File: config.mk
export PLATFORM = sky130hd
export DESIGN_NAME = scs_config_regs
export DESIGN_NICKNAME = d
export VERILOG_FILES = /design/src/scs_config_regs.v /design/src/scs_tick_div.v
export VERILOG_INCLUDE_DIRS = /design/src
export SDC_FILE = /design/constraint.sdc
export NUM_CORES = 1
export LEC_CHECK = 0
export ABC_CLOCK_PERIOD_IN_PS = 6100
export BUFFER_PORTS_ARGS = -buffer_cell sky130_fd_sc_hd__buf_2
export CAP_MARGIN = 20
export CORE_ASPECT_RATIO = 0.7
export CORE_MARGIN = 2
export CORE_UTILIZATION = 40
export CTS_BUF_LIST = sky130_fd_sc_hd__clkbuf_8
export CTS_CLUSTER_SIZE = 24
export DETAILED_ROUTE_END_ITERATION = 10
export GPL_ROUTABILITY_DRIVEN = 0
export SYNTH_ARGS = -nofsm -noshare
export SYNTH_HDL_FRONTEND = slang
export SYNTH_HIERARCHICAL = 1
export SYNTH_SLANG_ARGS = --single-unit
File: constraint.sdc
create_clock -name clk_in -period 6.1 [get_ports clk_in]
set_input_delay 1.525 -clock clk_in [delete_from_list [all_inputs] [get_ports clk_in]]
set_output_delay 1.525 -clock clk_in [all_outputs]
set_load 0.1 [all_outputs]
File: src/scs_defines.vh
// Constants of the supply configuration register group.
// Assumes inclusion by bare name from the design files.
`ifndef SCS_DEFINES_VH
`define SCS_DEFINES_VH

// Register offsets
`define SCS_OFS_SOFTSTART      8'h10
`define SCS_OFS_FAULT          8'h11
`define SCS_OFS_RESTART        8'h12

// EEPROM shadow locations
`define SCS_EE_SOFTSTART       16'h8110
`define SCS_EE_FAULT           16'h8111
`define SCS_EE_RESTART         16'h8112

// Soft-start/share config fields
`define SCS_SHARE_HI           5
`define SCS_SHARE_LO           4
`define SCS_SSRATE_HI          3
`define SCS_SSRATE_LO          2
`define SCS_ADDR_BIT           1
`define SCS_LOCK_BIT           0

// Fault/polarity config fields
`define SCS_CURR_LIM_DIS       7
`define SCS_PEN_POL_LO         6
`define SCS_BRK_POL_LO         5
`define SCS_FAULT_RSVD_MASK    8'h18
`define SCS_ZERO_RT            2
`define SCS_GND_DIS            1
`define SCS_BRK_LATCH          0

// Restart/AC-sense config fields
`define SCS_RESTART_MODE       7
`define SCS_AC_GATE_MODE       6
`define SCS_AC_DRIVE           5
`define SCS_RESTART_RD_MASK    8'hDF

// Reset value before the EEPROM copy arrives
`define SCS_REG_RESET          8'h00

// Timing figures in their own units
`define SCS_CLK_MHZ            100
`define SCS_SS_T0_US           300
`define SCS_SS_T1_MS           10
`define SCS_SS_T2_MS           20
`define SCS_SS_T3_MS           40
`define SCS_RETRY_S            1
`define SCS_RT_STEP_US         128
`define SCS_RT_RESID_US        1

// Derived counts
`define SCS_US_CYCLES          (`SCS_CLK_MHZ)
`define SCS_SS_T0_TICKS        (`SCS_SS_T0_US)
`define SCS_SS_T1_TICKS        (`SCS_SS_T1_MS * 1000)
`define SCS_SS_T2_TICKS        (`SCS_SS_T2_MS * 1000)
`define SCS_SS_T3_TICKS        (`SCS_SS_T3_MS * 1000)
`define SCS_RETRY_TICKS        (`SCS_RETRY_S * 1000000)

`endif

File: src/scs_config_regs.v
// Supply configuration registers with EEPROM power-up load and the
// control logic they steer: soft-start, fault latch/restart, polarity.
// Assumes an SMBus engine on clk_in presenting decoded register cycles,
// and an EEPROM shadow reader answering one byte per request.
`timescale 1ns/100ps
`include "scs_defines.vh"

// Functional notes
// - Share capture threshold 1..4 percent from field
// - Soft-start rise time from bits 3..2
// - Bit 1 is second SMBus address bit
// - Lock set blocks writes to trim registers
// - Current-limit disable masks overcurrent, flag stays
// - Bit 6 selects power-enable polarity, with partner
// - Bit 5 selects breaker polarity, with partner
// - Zero ridethrough bit, else period from field
// - Bit 1 disconnects ground-ok from power management
// - Bit 0 selects breaker latching or nonlatching
// - Restart mode retries start every second
// - Latch mode holds off until supply-on cycles
// - Bit 6 selects raw or host-gated AC path
// - Write-only bit 5 drives AC-sense-ok directly
// - Fault register loads from EEPROM at power-up
// - Restart register loads from EEPROM at power-up
// - Soft-start register loads from EEPROM at power-up
module scs_config_regs #(
    parameter US_CYCLES     = `SCS_US_CYCLES,
    parameter SS_T0_TICKS   = `SCS_SS_T0_TICKS,
    parameter SS_T1_TICKS   = `SCS_SS_T1_TICKS,
    parameter SS_T2_TICKS   = `SCS_SS_T2_TICKS,
    parameter SS_T3_TICKS   = `SCS_SS_T3_TICKS,
    parameter RETRY_TICKS   = `SCS_RETRY_TICKS,
    parameter RT_STEP_TICKS = `SCS_RT_STEP_US,
    parameter RT_RESID_TICKS = `SCS_RT_RESID_US
) (
    input  wire       clk_in,                 // System clock, 100 MHz
    input  wire       reset_n_in,             // Synchronous reset, active low
    input  wire       reg_wr_in,              // Register write strobe
    input  wire       reg_rd_in,              // Register read strobe
    input  wire [7:0] reg_addr_in,            // Register offset
    input  wire [7:0] reg_wdata_in,           // Write data
    output reg  [7:0] reg_rdata_out,          // Read data, valid after strobe
    output reg        reg_ack_out,            // Access done pulse
    output reg        ee_rd_req_out,          // EEPROM read request pulse
    output reg [15:0] ee_addr_out,            // EEPROM location
    input  wire       ee_valid_in,            // EEPROM data valid pulse
    input  wire [7:0] ee_data_in,             // EEPROM data
    input  wire       test_download_in,       // Reload shadows pulse
    output reg        load_done_out,          // Shadow copy complete
    input  wire       supply_on_req_in,       // Supply-on request pin
    input  wire       ac_ok_raw_in,           // Raw AC-ok pin
    input  wire       gnd_ok_in,              // Ground continuity pin
    input  wire       overcurrent_in,         // Overcurrent comparator
    input  wire       undervoltage_in,        // Undervoltage comparator
    input  wire       power_enable_pol_hi_in, // Partner POWER_ENABLE_OUT polarity bit
    input  wire       breaker_pol_hi_in,      // Partner breaker polarity bit
    input  wire [1:0] ridethrough_sel_in,     // Ridethrough field
    input  wire       breaker_clear_in,       // Breaker latch clear pulse
    output reg  [2:0] share_capture_pct_out,  // Share threshold, percent
    output reg        second_addr_bit_out,    // SMBus address bit
    output reg        trim_lock_out,          // Trim write lock
    output reg        soft_start_active_out,  // Soft-start ramp running
    output reg        power_enable_out,       // Power-enable pin
    output reg        breaker_out,            // Circuit-breaker pin
    output reg        oc_flag_out,            // Overcurrent status flag
    output reg        fault_latched_out,      // Output latched off
    output reg        ac_sense_ok_out         // AC-sense-ok signal
);
    localparam ST_OFF   = 3'h0;
    localparam ST_SOFT  = 3'h1;
    localparam ST_ON    = 3'h2;
    localparam ST_LATCH = 3'h3;
    localparam ST_RETRY = 3'h4;

    localparam LD_IDLE = 2'h0;
    localparam LD_REQ  = 2'h1;
    localparam LD_WAIT = 2'h2;

    reg  [7:0]  ss_reg_q;
    reg  [7:0]  fault_reg_q;
    reg  [7:0]  restart_reg_q;
    reg  [1:0]  ld_state_q;
    reg  [1:0]  ld_idx_q;
    reg  [2:0]  st_q;
    reg  [2:0]  st_d;
    reg  [19:0] tmr_q;
    reg  [19:0] rt_cnt_q;
    reg  [4:0]  sync1_q;
    reg  [4:0]  sync2_q;
    reg         brk_hold_q;
    wire        us_tick;
    wire        son_s;
    wire        ac_s;
    wire        gnd_s;
    wire        oc_s;
    wire        uv_s;
    wire        pm_ok;
    wire        oc_eff;
    wire        fault;
    wire        wr_ok;
    wire [19:0] ss_ticks;
    wire [19:0] rt_ticks;
    wire        pen_inv;
    wire        brk_inv;
    wire        brk_raw;

    function [15:0] ee_loc;
        input [1:0] idx;
        begin
            case (idx)
                2'h0:    ee_loc = `SCS_EE_SOFTSTART;
                2'h1:    ee_loc = `SCS_EE_FAULT;
                default: ee_loc = `SCS_EE_RESTART;
            endcase
        end
    endfunction

    scs_tick_div #(
        .DIV        (US_CYCLES)
    ) u_us_div (
        .clk_in     (clk_in),
        .reset_n_in (reset_n_in),
        .tick_out   (us_tick)
    );

    // Pin synchronisers
    always @(posedge clk_in) begin
        if (!reset_n_in) begin
            sync1_q <= 5'h00;
            sync2_q <= 5'h00;
        end else begin
            sync1_q <= {supply_on_req_in, ac_ok_raw_in, gnd_ok_in,
                        overcurrent_in, undervoltage_in};
            sync2_q <= sync1_q;
        end
    end
    assign son_s = sync2_q[4];
    assign ac_s  = sync2_q[3];
    assign gnd_s = sync2_q[2];
    assign oc_s  = sync2_q[1];
    assign uv_s  = sync2_q[0];

    // EEPROM shadow copy after reset or test download
    always @(posedge clk_in) begin
        if (!reset_n_in) begin
            ld_state_q    <= LD_REQ;
            ld_idx_q      <= 2'h0;
            ee_rd_req_out <= 1'b0;
            ee_addr_out   <= 16'h0000;
            load_done_out <= 1'b0;
        end else begin
            ee_rd_req_out <= 1'b0;
            case (ld_state_q)
                LD_IDLE: begin
                    if (test_download_in) begin
                        ld_state_q    <= LD_REQ;
                        ld_idx_q      <= 2'h0;
                        load_done_out <= 1'b0;
                    end
                end
                LD_REQ: begin
                    ee_rd_req_out <= 1'b1;
                    ee_addr_out   <= ee_loc(ld_idx_q);
                    ld_state_q    <= LD_WAIT;
                end
                LD_WAIT: begin
                    if (ee_valid_in) begin
                        if (ld_idx_q == 2'h2) begin
                            ld_state_q    <= LD_IDLE;
                            load_done_out <= 1'b1;
                        end else begin
                            ld_idx_q   <= ld_idx_q + 2'h1;
                            ld_state_q <= LD_REQ;
                        end
                    end
                end
                default: ld_state_q <= LD_IDLE;
            endcase
        end
    end

    // Lock covers every trim register, itself included
    assign wr_ok = reg_wr_in && !ss_reg_q[`SCS_LOCK_BIT] && load_done_out;

    always @(posedge clk_in) begin
        if (!reset_n_in) begin
            ss_reg_q      <= `SCS_REG_RESET;
            fault_reg_q   <= `SCS_REG_RESET;
            restart_reg_q <= `SCS_REG_RESET;
        end else if (ld_state_q == LD_WAIT && ee_valid_in) begin
            case (ld_idx_q)
                2'h0:    ss_reg_q      <= ee_data_in;
                2'h1:    fault_reg_q   <= ee_data_in & ~`SCS_FAULT_RSVD_MASK;
                default: restart_reg_q <= ee_data_in;
            endcase
        end else if (wr_ok) begin
            case (reg_addr_in)
                `SCS_OFS_SOFTSTART: ss_reg_q    <= reg_wdata_in;
                `SCS_OFS_FAULT:     fault_reg_q <= reg_wdata_in & ~`SCS_FAULT_RSVD_MASK;
                `SCS_OFS_RESTART:   restart_reg_q <= reg_wdata_in;
                default:            ss_reg_q    <= ss_reg_q;
            endcase
        end
    end

    // Read port; drive bit reads as zero
    always @(posedge clk_in) begin
        if (!reset_n_in) begin
            reg_rdata_out <= 8'h00;
            reg_ack_out   <= 1'b0;
        end else begin
            reg_ack_out <= reg_rd_in | reg_wr_in;
            if (reg_rd_in) begin
                case (reg_addr_in)
                    `SCS_OFS_SOFTSTART: reg_rdata_out <= ss_reg_q;
                    `SCS_OFS_FAULT:     reg_rdata_out <= fault_reg_q;
                    `SCS_OFS_RESTART:   reg_rdata_out <= restart_reg_q & `SCS_RESTART_RD_MASK;
                    default:            reg_rdata_out <= 8'h00;
                endcase
            end
        end
    end

    // Soft-start rise time in microsecond ticks
    assign ss_ticks = (ss_reg_q[`SCS_SSRATE_HI:`SCS_SSRATE_LO] == 2'h0) ? SS_T0_TICKS[19:0] :
                      (ss_reg_q[`SCS_SSRATE_HI:`SCS_SSRATE_LO] == 2'h1) ? SS_T1_TICKS[19:0] :
                      (ss_reg_q[`SCS_SSRATE_HI:`SCS_SSRATE_LO] == 2'h2) ? SS_T2_TICKS[19:0] :
                                                                          SS_T3_TICKS[19:0];

    // Overcurrent ridethrough qualification
    assign rt_ticks = fault_reg_q[`SCS_ZERO_RT] ? RT_RESID_TICKS[19:0] :
                      (({18'h00000, ridethrough_sel_in} + 20'h00001) * RT_STEP_TICKS[19:0]);

    always @(posedge clk_in) begin
        if (!reset_n_in) begin
            rt_cnt_q <= 20'h00000;
        end else if (!oc_s) begin
            rt_cnt_q <= 20'h00000;
        end else if (us_tick && rt_cnt_q < rt_ticks) begin
            rt_cnt_q <= rt_cnt_q + 20'h00001;
        end
    end

    assign oc_eff = oc_s && (rt_cnt_q >= rt_ticks) && !fault_reg_q[`SCS_CURR_LIM_DIS];
    assign fault  = oc_eff || uv_s;
    assign pm_ok  = fault_reg_q[`SCS_GND_DIS] || gnd_s;

    // Power sequencing
    always @* begin
        st_d = st_q;
        case (st_q)
            ST_OFF: begin
                if (son_s && pm_ok && load_done_out) begin
                    st_d = ST_SOFT;
                end
            end
            ST_SOFT, ST_ON: begin
                if (!son_s || !pm_ok) begin
                    st_d = ST_OFF;
                end else if (fault && restart_reg_q[`SCS_RESTART_MODE]) begin
                    st_d = ST_RETRY;
                end else if (fault) begin
                    st_d = ST_LATCH;
                end else if (st_q == ST_SOFT && us_tick && tmr_q >= ss_ticks - 20'h00001) begin
                    st_d = ST_ON;
                end
            end
            ST_LATCH: begin
                if (!son_s) begin
                    st_d = ST_OFF;
                end
            end
            ST_RETRY: begin
                if (!son_s) begin
                    st_d = ST_OFF;
                end else if (us_tick && tmr_q >= RETRY_TICKS[19:0] - 20'h00001) begin
                    st_d = ST_SOFT;
                end
            end
            default: st_d = ST_OFF;
        endcase
    end

    always @(posedge clk_in) begin
        if (!reset_n_in) begin
            st_q  <= ST_OFF;
            tmr_q <= 20'h00000;
        end else begin
            st_q <= st_d;
            if (st_d != st_q) begin
                tmr_q <= 20'h00000;
            end else if (us_tick) begin
                tmr_q <= tmr_q + 20'h00001;
            end
        end
    end

    // Breaker: follows fault, or holds until cleared
    assign brk_raw = fault || (st_q == ST_LATCH);
    always @(posedge clk_in) begin
        if (!reset_n_in) begin
            brk_hold_q <= 1'b0;
        end else if (brk_raw && fault_reg_q[`SCS_BRK_LATCH]) begin
            brk_hold_q <= 1'b1;
        end else if (breaker_clear_in || !fault_reg_q[`SCS_BRK_LATCH]) begin
            brk_hold_q <= 1'b0;
        end
    end

    assign pen_inv = fault_reg_q[`SCS_PEN_POL_LO] ^ power_enable_pol_hi_in;
    assign brk_inv = fault_reg_q[`SCS_BRK_POL_LO] ^ breaker_pol_hi_in;

    // Registered outputs
    always @(posedge clk_in) begin
        if (!reset_n_in) begin
            share_capture_pct_out <= 3'h1;
            second_addr_bit_out   <= 1'b0;
            trim_lock_out         <= 1'b0;
            soft_start_active_out <= 1'b0;
            power_enable_out      <= 1'b0;
            breaker_out           <= 1'b0;
            oc_flag_out           <= 1'b0;
            fault_latched_out     <= 1'b0;
            ac_sense_ok_out       <= 1'b0;
        end else begin
            share_capture_pct_out <= {1'b0, ss_reg_q[`SCS_SHARE_HI:`SCS_SHARE_LO]} + 3'h1;
            second_addr_bit_out   <= ss_reg_q[`SCS_ADDR_BIT];
            trim_lock_out         <= ss_reg_q[`SCS_LOCK_BIT];
            soft_start_active_out <= (st_q == ST_SOFT);
            power_enable_out      <= ((st_q == ST_SOFT) || (st_q == ST_ON)) ^ pen_inv;
            breaker_out           <= (fault_reg_q[`SCS_BRK_LATCH] ? (brk_hold_q || brk_raw)
                                                                  : brk_raw) ^ brk_inv;
            oc_flag_out           <= oc_s;
            fault_latched_out     <= (st_q == ST_LATCH);
            ac_sense_ok_out       <= restart_reg_q[`SCS_AC_GATE_MODE] ?
                                     restart_reg_q[`SCS_AC_DRIVE] : ac_s;
        end
    end
endmodule // scs_config_regs

File: src/scs_tick_div.v
// One-cycle enable pulse every DIV clock cycles.
// Assumes a single clock and synchronous active-low reset.
`timescale 1ns/100ps
module scs_tick_div #(
    parameter DIV = 100
) (
    input  wire clk_in,         // System clock
    input  wire reset_n_in,     // Synchronous reset, active low
    output reg  tick_out        // One-cycle pulse
);
    reg [15:0] cnt_q;

    always @(posedge clk_in) begin
        if (!reset_n_in) begin
            cnt_q    <= 16'h0000;
            tick_out <= 1'b0;
        end else if (cnt_q == DIV[15:0] - 16'h0001) begin
            cnt_q    <= 16'h0000;
            tick_out <= 1'b1;
        end else begin
            cnt_q    <= cnt_q + 16'h0001;
            tick_out <= 1'b0;
        end
    end
endmodule // scs_tick_div

## Word level (Yosys, flattened, before mapping)

Cells that the tools add are included.

| operators by class | value |
|---|---|
| add/subtract/negate cells | 7 |
| $lt $le $gt $ge | 4 |
| equal/unequal tests | 22 |
| mux-type cells | 45 |
| bitwise gates (word level) | 6 |
| reductions and logical operators | 46 |

Operators with widths:

| kind | count |
|---|---|
| two-way mux 8 bit | 12 |
| two-way mux 16 bit | 3 |
| adder 20 x 1 -> 20 bit, second input constant | 2 |
| == test 8 x 5 -> 1 bit, second input constant | 3 |
| two-way mux 3 bit | 8 |
| case mux 8 bit (3 select lines) | 1 |
| >= comparator 20 x 10 -> 1 bit | 1 |
| >= comparator 20 bit | 1 |
| >= comparator 20 bit, second input constant | 1 |
| < comparator 20 x 10 -> 1 bit | 1 |
| subtractor 16 x 1 -> 17 bit, second input constant | 1 |
| adder 16 x 1 -> 16 bit, second input constant | 1 |
| == test 16 x 7 -> 1 bit, second input constant | 1 |
| logical AND 1 bit | 13 |
| case mux 3 bit (4 select lines) | 1 |
| nonzero test 2 bit | 6 |
| two-way mux 1 bit | 10 |
| two-way mux 10 bit | 1 |
| two-way mux 2 bit | 5 |
| != test 2 bit, second input constant | 5 |
| AND reduction 3 bit | 3 |
| case mux 2 bit (2 select lines) | 2 |
| AND reduction 4 bit | 2 |
| OR reduction 2 bit | 4 |
| other kinds (19) | 42 |

| word-level totals | value |
|---|---|
| register bits | 137 |
| input bits | 40 |
| output and inout port bits | 38 |
| logic and storage cells | 157 |

## Depth between registers and ports, before layout

| depth | value |
|---|---|
| word-level depth | 14 |
| mapped depth | 13 |
| mapped depth without buffers | 12 |

## By module

The synthesis kept the hierarchy.

By module, submodules not included:

| module | instances | cells an instance | area each (um2) | sequential area each (um2) |
|---|---|---|---|---|
| scs_config_regs | 1 | 560 | 5,316.3 | 2,102.0 |
| scs_tick_div | 1 | 85 | 777.0 | 340.3 |

## Worst setup path after synthesis

No wires, ideal clock.

| timing | value |
|---|---|
| kind | input to register |
| from | input ridethrough_sel_in[0] |
| to | register tmr_q[0] |
| library setup time | 73 ps |
| arrival time | 3,780 ps |
| data required time | 6,027 ps |
| setup slack | 2,247 ps |
| stages on the path | 11 |
| path buffers | 1 |
| path through | ha_1 nand2b_1 ha_1 a2111oi_0 nand3_1 a211oi_4 o21ba_2 mux2i_1 o2bb2ai_4 buf_6 nor3_2 |

| between the ends | value |
|---|---|
| cells in the longest elaborated chain, start to end | 12 |
| elaborated cells on any way between the ends | 13 |
| classes of those cells | 1 x add/sub; 1 x order compare; 1 x eq/ne; 5 x mux; 5 x reduce/logical |

RTL lines:

| what | line | RTL |
|---|---|---|
| start, declared | scs_config_regs.v:57 | `input wire [1:0] ridethrough_sel_in,` |
| adder 2 x 1 -> 3 bit (*) | scs_config_regs.v:232 | `(({18'h00000, ridethrough_sel_in} + 20'h00001) * RT_STEP_TICKS[19:0]);` |
| two-way mux 10 bit (*) | scs_config_regs.v:231 | `` assign rt_ticks = fault_reg_q[`SCS_ZERO_RT] ? RT_RESID_TICKS[19:0] : `` |
| >= comparator 20 x 10 -> 1 bit (*) | scs_config_regs.v:244 | `` assign oc_eff = oc_s && (rt_cnt_q >= rt_ticks) && !fault_reg_q[`SCS_CURR_LIM_DIS]; `` |
| logical AND 1 bit (*) (2 in series) | scs_config_regs.v:244 |  |
| logical OR 1 bit (*) | scs_config_regs.v:245 | `assign fault = oc_eff \|\| uv_s;` |
| two-way mux 3 bit or logical AND 1 bit (tied branches) | scs_config_regs.v:262, scs_config_regs.v:260 |  |
| two-way mux 3 bit (*) | scs_config_regs.v:260 | `` end else if (fault && restart_reg_q[`SCS_RESTART_MODE]) begin `` |
| two-way mux 3 bit (*) | scs_config_regs.v:258 | `if (!son_s \|\| !pm_ok) begin` |
| case mux 3 bit (4 select lines) (*) | scs_config_regs.v:251 | `case (st_q)` |
| != test 3 bit (*) | scs_config_regs.v:290 | `if (st_d != st_q) begin` |
| OR reduction 2 bit (no source line) (*) | -- |  |
| end signal, assigned | scs_config_regs.v:293 | `tmr_q <= tmr_q + 20'h00001;` |
| end, declared | scs_config_regs.v:86 | `reg [19:0] tmr_q;` |

Mark *: on every way between the ends. The rest lies on a longest branch, timed or not.
A chain may end at the register's enable or synchronous reset.

## Worst setup path in the final report

| timing | value |
|---|---|
| from | input ridethrough_sel_in[0] |
| to | register tmr_q[9] |

Same word-level chain as after synthesis.

==> qor.txt <==
status = complete, no violations
Vias/cell = 5.13
largest net degree at the start of global routing = 44
CTS max path bufs = 2
slowest CP cell = o2bb2ai_4
initial core utilization = 41.1%
most used flip-flop cell after synthesis = dfxtp_1
register bit total from synthesis = 122
CTS tree = done
Worst-path clk slew = 0.08 ns
Final period util = 66.1%
Port Buffers = 66
final worst-path setup slack = 2.07 ns
DIE AREA = 0.0163 mm2
final setup fails = 0
Clock Latency Late Sink = 0.43 ns
CORE AREA = 0.0148 mm2
simple-gate share of the synthesized area = 25.7%
Synth area leader = dfxtp_1
Crit. End Element = flop
Slew Limit Headroom = 49.8%
Hold Buf Count CTS = 0
worst path arrival time = 4.32 ns
final WL = 13.0 mm
most common cell after layout, fill and taps aside = dfxtp_1
top cells by area, synth = dfxtp_1 40%, ha_1 6.2%, o211a_1 3.6%
Slew @ Worst Pin = 0.752 ns
CP Class = in2reg
vias in the first global route = 4487
H-tree Lvls = 4
Avg Cell Area, Syn = 9.45 um2
Critical Path RT = 6.39 ns
GRT overflow = 0
placed cell count = 879
Final Hold Viols = 0
max-cap check violation count = 0
gate count after technology mapping = 645
Avg WL per Cell = 14.2 um
Syn-to-layout area delta = 12.6%
most frequent cells in the layout = 122 x dfxtp_1, 66 x buf_2, 52 x nand2_1, 40 x nor2_1, 30 x ha_1
Synth cell types = 74
CTS resizes = 0
VDD IR max = 0.163 mV
first-pass GRT wire length = 21.9 mm
post-synthesis adder-cell area fraction = 6.16%
Async SR Flop Fraction = 0%
ANT nets after route = 0
Hold Crit Class = reg2reg
Post-Layout Cell Count = 911
diode count = 0
fmax = 0.248 GHz
CTS Buf Count = 17
post-CTS setup repair buffer count = 0
Slew Limit Fails = 0
post-synthesis mux area share = 3.63%
RSZ-0062 raised after global routing = no
Top cell by count, worst path = ha_1
LEAKAGE = 0.00301 uW
DP HPWL = 9.44 mm
Root Driver = clkbuf_8
crit-path leading delay family = compound AO/OA/AOI/OAI gates
PD cells = 242 mW/mm2
worst path bufs/invs = 1
main combinational cell family by area after synthesis = simple AND/OR/NAND/NOR gates
XOR/XNOR Fraction of Synth Area = 6.32%
Yosys top cell area share = 40.1%
DP Worst Slack = 1.62 ns
Worst Clk Skew = 0.0131 ns
Startpoint Class = input port
initial antenna violation count = 0
WHS = 0.416 ns
ratio of cells with drive above 1 in the final layout = 21.6%
worst-path fanout max = 20
Final Util = 46.3%
1st-iter DRT viols = 324
total global-route track usage = 17.1%
post-synthesis compound-gate area fraction = 12.5%
CP peak stage delay = 0.66 ns
critical-path cell list = buf_2, ha_1, nand2b_1, ha_1, a2111oi_0, nand3_1, a211oi_4, o21ba_2, mux2i_1, o2bb2ai_4, nor3_2
Tmin final = 4.03 ns
Die Y-Extent = 107 um
I/O Pins = 78
number of nets in the layout = 774
CTS sink cnt = 122
sequential share of the synthesized area = 40.1%
die width = 152 um
setup_tns = 0 ns
number of flops mapped to enable cells by yosys = 0
synth warn = 6
mapped cell area = 0.00609 mm2
First-pass DRT Iterations = 4
detailed-route via count = 4670
DRC = 0
num rows = 37
cell families after synthesis:
kind of cell	after synthesis
AOI/OAI and AO/OA	92
xor gates and xnor gates	44
adders and majority gates	30
buffers and inverters	63
DFF	122
muxes	22
other	1
and+or+nand+nor	271
worst reg2reg max path, delay by kind of cell (launching register included):
family | cells | cell delay, ns
compound gates | 4 | 1.62
mux | 1 | 0.15
fa+ha+maj | 1 | 0.24
simple gates | 3 | 0.55
flops | 1 | 0.49
area by class of cell:
type	count	area, um2
fillers	1418	7960
repair buffers	69	353
flip-flops and latches	122	2440
inverters	24	90.1
well taps	195	244
multi-input cells	470	3350
clock buffers	18	248
clock inverters	13	130
sequential cells by signal, indices dropped and copies added, names as in the netlist, 2 cells and up:
| signal | flops |
|---|---|
| ss_reg_q | 8 |
| u_us_div/cnt_q | 16 |
| st_q | 3 |
| ee_addr_out | 3 |
| fault_reg_q | 6 |
| rt_cnt_q | 20 |
| sync1_q | 5 |
| sync2_q | 5 |
| share_capture_pct_out | 3 |
| ld_state_q | 2 |
| ld_idx_q | 2 |
| restart_reg_q | 8 |
| reg_rdata_out | 8 |
| tmr_q | 20 |
synthesized netlist by cell type, types with 2 or more instances:
| cell | n |
|---|---|
| nor3_1 | 8 |
| xor2_1 | 21 |
| and2_1 | 17 |
| nor2_1 | 40 |
| buf_4 | 13 |
| mux2i_1 | 21 |
| nor2b_1 | 21 |
| inv_1 | 24 |
| or4_1 | 3 |
| dfxtp_1 | 122 |
| clkbuf_1 | 17 |
| o211a_1 | 22 |
| nand4_1 | 14 |
| nor4_1 | 8 |
| xnor2_1 | 23 |
| a2111oi_0 | 2 |
| and3_2 | 2 |
| or3_1 | 3 |
| and4_1 | 5 |
| ha_1 | 30 |
| or2_2 | 5 |
| nand2_1 | 52 |
| a31oi_1 | 2 |
| o21a_1 | 6 |
| o31ai_1 | 2 |
| nand2b_1 | 6 |
| buf_2 | 2 |
| a21boi_0 | 4 |
| nor2_2 | 10 |
| and3_1 | 17 |
| nand3_1 | 26 |
| nor3_2 | 20 |
| o21ai_0 | 17 |
| buf_6 | 5 |
| a211oi_1 | 3 |
| a21oi_1 | 14 |
stage by stage:
step	total power, uW	instance area, um2
2_1_floorplan	968	6130
3_3_place_gp	990	6470
5_1_grt	1730	6860
6_report	1660	6860
4_1_cts	1680	6850
3_5_place_dp	993	6470
metal layers:
layer / vias up / part of all wire, % / global-route usage [%]
li1: 2364 / - / -
met1: 2211 / 53 / 24.9
met2: 90 / 42 / 24.5
met3: 5 / 4.3 / 4.32
met4: 0 / 0.72 / 5.82
met5: - / 0 / 0
power by group:
| part | internal, uW | leakage, uW | switching (uW) |
|---|---|---|---|
| clock | 367 | 0.000195 | 318 |
| sequential | 809 | 0.000988 | 9.36 |
| combinational | 40.1 | 0.00183 | 116 |
path summary, 6_finish.rpt:
kind | start | endpoint | slack (ns) | cells past startpoint
setup / recovery | ridethrough_sel_in[0] | tmr_q[9] | 2.07 | 11
hold / removal | ss_reg_q[4] | share_capture_pct_out[0] | 0.42 | 1
setup reg to reg | fault_reg_q[2] | tmr_q[9] | 2.92 | 9
hold reg to reg | ss_reg_q[4] | share_capture_pct_out[0] | 0.42 | 1
(Power assumes the default switching activity.)
